--- src/io_cycle_pkg.sv ---
// Package: constants for the I/O cycle control logic
package io_cycle_pkg;
  // ----------------------------------------------------------------
  // Clock and timing
  // ----------------------------------------------------------------
  localparam int CLK_PERIOD_NS = 20;
  localparam int CMD_MIN_NS = 100;     // Shortest command width among slaves
  localparam int CMD_MAX_NS = 400;     // Longest command width among slaves
  localparam int FLOAT_NS = 40;        // Worst slave data float after read
  localparam int CS_SETUP_CLKS = 2;    // Chip select to command delay
  // Least times round up
  localparam int CMD_MIN_CLKS = (CMD_MIN_NS + CLK_PERIOD_NS - 1) / CLK_PERIOD_NS;
  localparam int CMD_MAX_CLKS = (CMD_MAX_NS + CLK_PERIOD_NS - 1) / CLK_PERIOD_NS;
  localparam int FLOAT_CLKS = (FLOAT_NS + CLK_PERIOD_NS - 1) / CLK_PERIOD_NS;
  localparam int WRITE_HOLD_CLKS = 1;  // Ready delay after write strobe rises
  localparam int CNT_W = 5;
  // ----------------------------------------------------------------
  // Device table
  // ----------------------------------------------------------------
  localparam int NDEV = 4;
  localparam int DEV_W = 2;
endpackage : io_cycle_pkg

--- src/io_cycle_control_logic.sv ---
// I/O cycle control logic: turns processor bus cycles into slave strobes
`timescale 1ns/1ps
`default_nettype none
module io_cycle_control_logic
  import io_cycle_pkg::*;
#(
  parameter int WAIT_OVERRIDE = 0  // Nonzero forces one common count
) (
  // Clock and reset
  input wire logic ref_clk,
  input wire logic rstn,
  input wire logic clkEn,
  // Processor bus (pins, synchronised)
  input wire logic latched_addr_strobe_n,
  input wire logic io_region_hit,
  input wire logic writeNotRead,
  input wire logic [DEV_W-1:0] devDecode,
  input wire logic dram_outstanding,
  // Processor ready, two signals for the shared line, and cache enable
  output logic readyOut_n,
  output logic readyOe,
  output logic cache_allow_n,
  // Slave side
  output logic [NDEV-1:0] chipSel_n,
  output logic io_read_cmd_n,
  output logic io_write_cmd_n,
  output logic dataBufOe_n,
  output logic recoverActive
);
  // ----------------------------------------------------------------
  // Checks
  // ----------------------------------------------------------------
  // Common count must fit the phase counter
  if (WAIT_OVERRIDE < 0 || WAIT_OVERRIDE >= (1 << CNT_W)) begin : g_bad_wait
    $error("WAIT_OVERRIDE out of range");
  end

  // ----------------------------------------------------------------
  // Pin synchronisers
  // ----------------------------------------------------------------
  logic [3:0] syncA;  // First stage, read only by syncB
  logic [3:0] syncB;  // Stable copies
  always_ff @(posedge ref_clk or negedge rstn) begin
    if (!rstn) begin
      syncA <= 4'hf;
      syncB <= 4'hf;
    end else if (clkEn) begin
      syncA <= {latched_addr_strobe_n, ~io_region_hit, ~writeNotRead,
                ~dram_outstanding};
      syncB <= syncA;
    end
  end
  // Decode bits are stable while the strobe is; two stages too
  logic [DEV_W-1:0] devA;
  logic [DEV_W-1:0] devB;
  always_ff @(posedge ref_clk or negedge rstn) begin
    if (!rstn) begin
      devA <= '0;
      devB <= '0;
    end else if (clkEn) begin
      devA <= devDecode;
      devB <= devA;
    end
  end
  logic ladsN;
  logic hit;
  logic isWrite;
  logic dramBusy;
  assign ladsN = syncB[3];
  assign hit = ~syncB[2];
  assign isWrite = ~syncB[1];
  assign dramBusy = ~syncB[0];

  // ----------------------------------------------------------------
  // Timing lookup
  // ----------------------------------------------------------------
  logic [CNT_W-1:0] romWait;
  logic [CNT_W-1:0] romRecover;
  io_dev_timing_rom u_rom (
    .ref_clk(ref_clk),
    .clkEn(clkEn),
    .devSel(devB),
    .waitClks(romWait),
    .recoverClks(romRecover)
  );
  logic [CNT_W-1:0] cmdClks;
  // Common count trades speed for simpler decode
  assign cmdClks = (WAIT_OVERRIDE != 0) ? CNT_W'(WAIT_OVERRIDE) : romWait;

  // ----------------------------------------------------------------
  // Cycle state machine
  // ----------------------------------------------------------------
  typedef enum logic [2:0] {
    IDLE   = 3'b000,
    PEND   = 3'b001,
    SETUP  = 3'b010,
    CMD    = 3'b011,
    HOLD   = 3'b100,
    FINISH = 3'b101
  } state_t;
  state_t state;
  logic [CNT_W-1:0] cnt;     // Shared phase counter
  logic [CNT_W-1:0] recCnt;  // Recovery countdown
  logic cycWrite;            // Direction sampled with strobe
  logic [DEV_W-1:0] cycDev;  // Latched device index
  logic startReq;
  logic armed;  // Strobe seen high since the last start
  // Start only with qualified hit and no DRAM cycle in flight
  // The synced strobe lags its pin by two clocks, so without the arm
  // a strobe still low just after ready would start the cycle again
  assign startReq = !ladsN && armed && hit && !dramBusy;

  // Re-armed once the strobe returns high between cycles
  always_ff @(posedge ref_clk or negedge rstn) begin
    if (!rstn) begin
      armed <= 1'b1;
    end else if (clkEn) begin
      if (ladsN) armed <= 1'b1;
      else if (state == IDLE && startReq) armed <= 1'b0;
    end
  end

  // Sequencing of one I/O cycle
  always_ff @(posedge ref_clk or negedge rstn) begin
    if (!rstn) begin
      state <= IDLE;
      cnt <= '0;
      cycWrite <= 1'b0;
      cycDev <= '0;
    end else if (clkEn) begin
      case (state)
        IDLE: begin
          if (startReq) begin
            cycWrite <= isWrite;
            cycDev <= devB;
            state <= PEND;
          end
        end
        // One clock for the lookup to settle
        PEND: begin
          cnt <= CNT_W'(CS_SETUP_CLKS - 1);
          state <= SETUP;
        end
        // Select set-up; command waits for recovery to end
        SETUP: begin
          if (cnt != '0) begin
            cnt <= cnt - 1'b1;
          end else if (recCnt == '0) begin
            cnt <= (cmdClks == '0) ? '0 : cmdClks - 1'b1;
            state <= CMD;
          end
        end
        // Command active for cmdClks clocks, one at the least
        CMD: begin
          if (cnt != '0) begin
            cnt <= cnt - 1'b1;
          end else if (cycWrite) begin
            cnt <= CNT_W'(WRITE_HOLD_CLKS);
            state <= HOLD;
          end else begin
            state <= FINISH;
          end
        end
        // Write data hold before ready
        HOLD: begin
          if (cnt != '0) cnt <= cnt - 1'b1;
          else state <= FINISH;
        end
        // Ready pulse ends the processor cycle
        FINISH: state <= IDLE;
        default: state <= IDLE;
      endcase
    end
  end

  // ----------------------------------------------------------------
  // Recovery after reads
  // ----------------------------------------------------------------
  // Loaded as the read strobe rises; slaves float data later
  always_ff @(posedge ref_clk or negedge rstn) begin
    if (!rstn) begin
      recCnt <= '0;
    end else if (clkEn) begin
      if (state == CMD && cnt == '0 && !cycWrite) recCnt <= romRecover;
      else if (recCnt != '0) recCnt <= recCnt - 1'b1;
    end
  end

  // ----------------------------------------------------------------
  // Registered outputs
  // ----------------------------------------------------------------
  logic inCycle;
  logic cmdNext;
  assign inCycle = (state != IDLE) || startReq;
  assign cmdNext = (state == SETUP && cnt == '0 && recCnt == '0) ||
                   (state == CMD && cnt != '0);
  always_ff @(posedge ref_clk or negedge rstn) begin
    if (!rstn) begin
      readyOut_n <= 1'b1;
      readyOe <= 1'b0;
      cache_allow_n <= 1'b1;
      chipSel_n <= '1;
      io_read_cmd_n <= 1'b1;
      io_write_cmd_n <= 1'b1;
      dataBufOe_n <= 1'b1;
      recoverActive <= 1'b0;
    end else if (clkEn) begin
      // Drive ready only while servicing; release otherwise
      readyOe <= (state != IDLE) && (state != FINISH);
      readyOut_n <= !(state == HOLD && cnt == '0) &&
                    !(state == CMD && cnt == '0 && !cycWrite);
      // High marks every I/O access non-cacheable
      cache_allow_n <= inCycle;
      // Select held from start until ready returns
      for (int i = 0; i < NDEV; i++)
        chipSel_n[i] <= !((state != IDLE && state != FINISH && cycDev == DEV_W'(i)) ||
                          (state == IDLE && startReq && devB == DEV_W'(i)));
      io_read_cmd_n <= !(cmdNext && !cycWrite);
      io_write_cmd_n <= !(cmdNext && cycWrite);
      // Write data driven only once recovery clears
      dataBufOe_n <= !((state == SETUP || state == CMD || state == HOLD) &&
                       (!cycWrite || recCnt == '0));
      recoverActive <= (recCnt > 1) ||
                       (state == CMD && cnt == '0 && !cycWrite);
    end
  end
  // bind the processor; synchronised strobe assumes their timing
endmodule // io_cycle_control_logic
`default_nettype wire

--- src/io_dev_timing_rom.sv ---
// Per-device wait-state lookup and one common recovery count, with registered output
`timescale 1ns/1ps
`default_nettype none
module io_dev_timing_rom
  import io_cycle_pkg::*;
(
  // Clock
  input wire logic ref_clk,
  input wire logic clkEn,
  // Lookup
  input wire logic [DEV_W-1:0] devSel,
  output logic [CNT_W-1:0] waitClks,
  output logic [CNT_W-1:0] recoverClks
);
  // ----------------------------------------------------------------
  // Constant table
  // ----------------------------------------------------------------
  // Table spreads command widths from fastest to slowest slave
  function automatic logic [CNT_W-1:0] waitOf(input logic [DEV_W-1:0] d);
    case (d)
      2'h0: waitOf = CNT_W'(CMD_MIN_CLKS);
      2'h1: waitOf = CNT_W'(CMD_MIN_CLKS * 2);
      2'h2: waitOf = CNT_W'(CMD_MIN_CLKS * 3);
      default: waitOf = CNT_W'(CMD_MAX_CLKS);
    endcase
  endfunction

  // Registered read, no reset needed for a lookup
  always_ff @(posedge ref_clk) begin
    if (clkEn) begin
      waitClks <= waitOf(devSel);
      recoverClks <= CNT_W'(FLOAT_CLKS);
    end
  end
endmodule // io_dev_timing_rom
`default_nettype wire

--- config.mk ---
export PLATFORM = sky130hd
export DESIGN_NAME = io_cycle_control_logic
export DESIGN_NICKNAME = d
export VERILOG_FILES = /design/src/io_cycle_pkg.sv /design/src/io_cycle_control_logic.sv /design/src/io_dev_timing_rom.sv
export SDC_FILE = /design/constraint.sdc
export NUM_CORES = 1
export LEC_CHECK = 0
export BUFFER_PORTS_ARGS = -buffer_cell sky130_fd_sc_hd__buf_4
export CAP_MARGIN = 20
export CORE_MARGIN = 2
export CORE_UTILIZATION = 25
export DETAILED_ROUTE_END_ITERATION = 12
export SLEW_MARGIN = 20
export SYNTH_ARGS = -nofsm -noshare
export SYNTH_HDL_FRONTEND = slang
export SYNTH_SLANG_ARGS = --single-unit
export TNS_END_PERCENT = 50
--- constraint.sdc ---
create_clock -name ref_clk -period 3 [get_ports ref_clk]
set_clock_uncertainty 0.1 [all_clocks]
set_input_delay 0.6 -clock ref_clk [delete_from_list [all_inputs] [get_ports ref_clk]]
set_output_delay 0.6 -clock ref_clk [all_outputs]
set_load 0.01 [all_outputs]
==> flow_metrics.py <==
metrics = {
    "finish": {
        "multi_input_area_um2": 1052,
        "fin_cells": 356,
        "n_antenna_cell": 0,
        "final_common_cell": "nor2_1",
        "fillCellCount": 894,
        "nNetsFinal": 267,
        "area_growth_syn_to_layout_pct": 14.10,
        "drive_gt1_share_pct": 22.58,
        "register_area_um2": 1144,
        "layout_common_cells": "29 x nor2_1, 22 x o21ai_0, 22 x dfrtp_1",
    },
    "clock_network": {
        "cts_buffer_depth": 2,
        "postCtsSetupBuffers": 0,
        "root_buffer": "clkbuf_8",
        "clk_latency_ns": 0.30,
        "htreeDepth": 2,
        "cts_sinks": 44,
        "cts_resized": 0,
        "ctsHoldBuffers": 0,
        "cts_tree": "yes",
        "cts_buffers": 5,
        "cts.clk_slew.worst_paths_ns": 0.08,
    },
    "placement": {
        "io_buffers": 19,
        "gp_congestion": 0.8095,
        "hpwlAfterDp_mm": 3.110,
        "dp.cells": 348,
    },
    "route": {
        "drt_pass1_iterations": 4,
        "highest_layer": "met4",
        "drc": 0,
        "vias_per_cell": 4.862,
        "drt-initial-drc-count": 135,
        "route.met2.wl_mm": 2.030,
        "wirelength_mm": 4.541,
        "wl_met1_mm": 2.293,
        "wire_per_inst_um": 12.76,
        "vias": 1731,
        "ant_nets": 0,
        "dr_wl_met3_um": 176,
    },
    "min_path": {
        "hp-class": "in -> async",
    },
    "sta": {
        "tns_ns": 0,
        "maxSlewViolCount": 0,
        "finalHoldViolCount": 0,
        "setup_viol": 0,
        "period_needed_ns": 2.384,
        "relSlewSlack_pct": 49.00,
        "timing.fmax_ghz": 0.4194,
        "fin_crit_sh_pct": 79.48,
        "worstMarginPinSlew_ns": 0.7544,
        "grt_setup_unrepaired": "false",
    },
    "yosys": {
        "syn_nets": 252,
        "syn_avg_cell_area_um2": 9.907,
        "netlist_area_um2": 2298,
        "synth_cell_types": 50,
        "synth_edf_count": 4,
        "async_reset_ff_share_pct": 90.91,
        "ys_seq_elements": 44,
        "ys.flop_type": "dfrtp_1",
        "seq_area_frac_synth_pct": 49.76,
        "syn_inst": 232,
        "yosysWarnings": 0,
    },
    "die": {
        "ioPinCount": 20,
        "die_h_um": 99.89,
        "die-area_um2": 9977,
        "fp.coreArea_um2": 8806,
        "start_util_pct": 26.10,
        "std_cell_rows": 34,
        "die_w_um": 99.89,
    },
    "grt": {
        "gr-usage-all-layers_pct": 9.825,
        "grt_pass1_vias": 1608,
        "gr-total-overflow": 0,
        "grt_max_degree": 41,
        "antenna_found_initial": 0,
        "grt_pass1_wl_mm": 7.872,
    },
    "setup_path": {
        "worstSetupPathType": "reg -> reg",
        "startpoint_type": "register",
        "arrival_ns": 2.46,
        "crit_fanout": 7,
        "endpoint_kind": "register",
        "worst_ep_required_time_ns": 3.07,
    },
    "power": {
        "ir_drop_uv": 406.8,
        "total_leakage_power_nw": 1.097,
        "power_density_nw_per_um2": 780.8,
    },
    "flow_run": {
        "cap_violations": 0,
    },
    "outcome": {
        "status": "complete, no violations",
    },
}
[flip-flops by register name, indices dropped and copies added, names as in the netlist, 2 cells and up]
name,cells
cnt,5
recCnt,5
chipSel_n,4
syncA,4
syncB,4
u_rom.waitClks,4
state,3
cycDev,2
devA,2
devB,2
[worst paths after layout]
path	endpoint	depth (start not counted)	slack (ns)	startpoint
min in group ref_clk	syncA[0]$_DFFE_PN1P_	2	0.33	dram_outstanding
worst min-delay path	cnt[0]$_DFFE_PN0P_	1	0.18	rstn
max in group asynchronous	cache_allow_n$_DFFE_PN1P_	1	2.24	rstn
worst max-delay path	cnt[0]$_DFFE_PN0P_	7	0.62	recCnt[0]$_DFFE_PN0P_
worst max register to register	cnt[0]$_DFFE_PN0P_	7	0.62	recCnt[0]$_DFFE_PN0P_
worst min register to register	syncA[0]$_DFFE_PN1P_	2	0.37	syncA[0]$_DFFE_PN1P_
[layer usage]
layer  global-route usage, %  up-vias
li1                        -      854
met1                   14.31      838
met2                   14.24       34
met3                   2.577        5
met4                   3.056        0
met5                       0        -
[critical path, stage by stage (launching register included)]
cell and delay (ns):
dfrtp_1 0.42, inv_1 0.07, ha_1 0.20, or4b_2 0.71, a211oi_1 0.26, o21bai_1 0.17
o21ai_0 0.23, o31ai_1 0.10
[cell type report]
| type | count | share of cell area [%] |
|---|---|---|
| sequential | 44 | 43.61 |
| multi-input combinational | 161 | 40.12 |
| timing repair buffer | 20 | 5.725 |
| tap | 108 | 5.153 |
| clock buffer | 6 | 2.767 |
| inverter | 15 | 2.147 |
| clock inverter | 2 | 0.4771 |
[per-stage QoR]
stage | setup slack [ns] | util, % | area (µm²) | hold WS, ns | power [mW]
floorplan | 0.8071 | - | 2298 | 0.2044 | 1.463
global placement | 0.7002 | 28.82 | 2537 | 0.3533 | 1.667
detailed placement | 0.6393 | 28.82 | 2537 | 0.3574 | 1.691
CTS | 0.6071 | 29.78 | 2623 | 0.2041 | 2.072
global route | 0.4461 | 29.78 | 2623 | 0.2255 | 2.211
finish | 0.6157 | 29.78 | 2623 | 0.1770 | 2.048
[synth_stat cells, types with 4 or more instances]
cell	number	area [µm²]
inv_1	15	56.30
nor3_1	5	25.02
clkbuf_1	8	30.03
nor2_1	29	108.9
dfstp_2	18	473.0
dfrtp_1	22	550.5
nand2b_1	4	25.02
a21oi_1	14	70.07
o21ai_0	22	110.1
edfxtp_1	4	120.1
ha_1	11	137.6
nand3_1	5	25.02
nand2_1	15	56.30
mux2_2	7	78.83
mux2i_1	5	50.05
[cell families after synthesis]
kind of cell	count (synthesis)	share of synthesized area [%]
xor gates and xnor gates	3	1.143
DFF	44	49.76
AOI/OAI and AO/OA	60	16.55
and+or+nand+nor	75	16.49
adders and majority gates	11	5.988
muxes	12	5.607
buffers and inverters	27	4.463
[where the power goes]
group	total [mW]	switching, mW	internal [mW]	leakage (nW)
registers	0.974	0.175	0.799	0.497
clock network	0.371	0.208	0.163	0.0412
logic	0.703	0.365	0.338	0.558
Note: power is estimated with default switching activity, not from simulation.
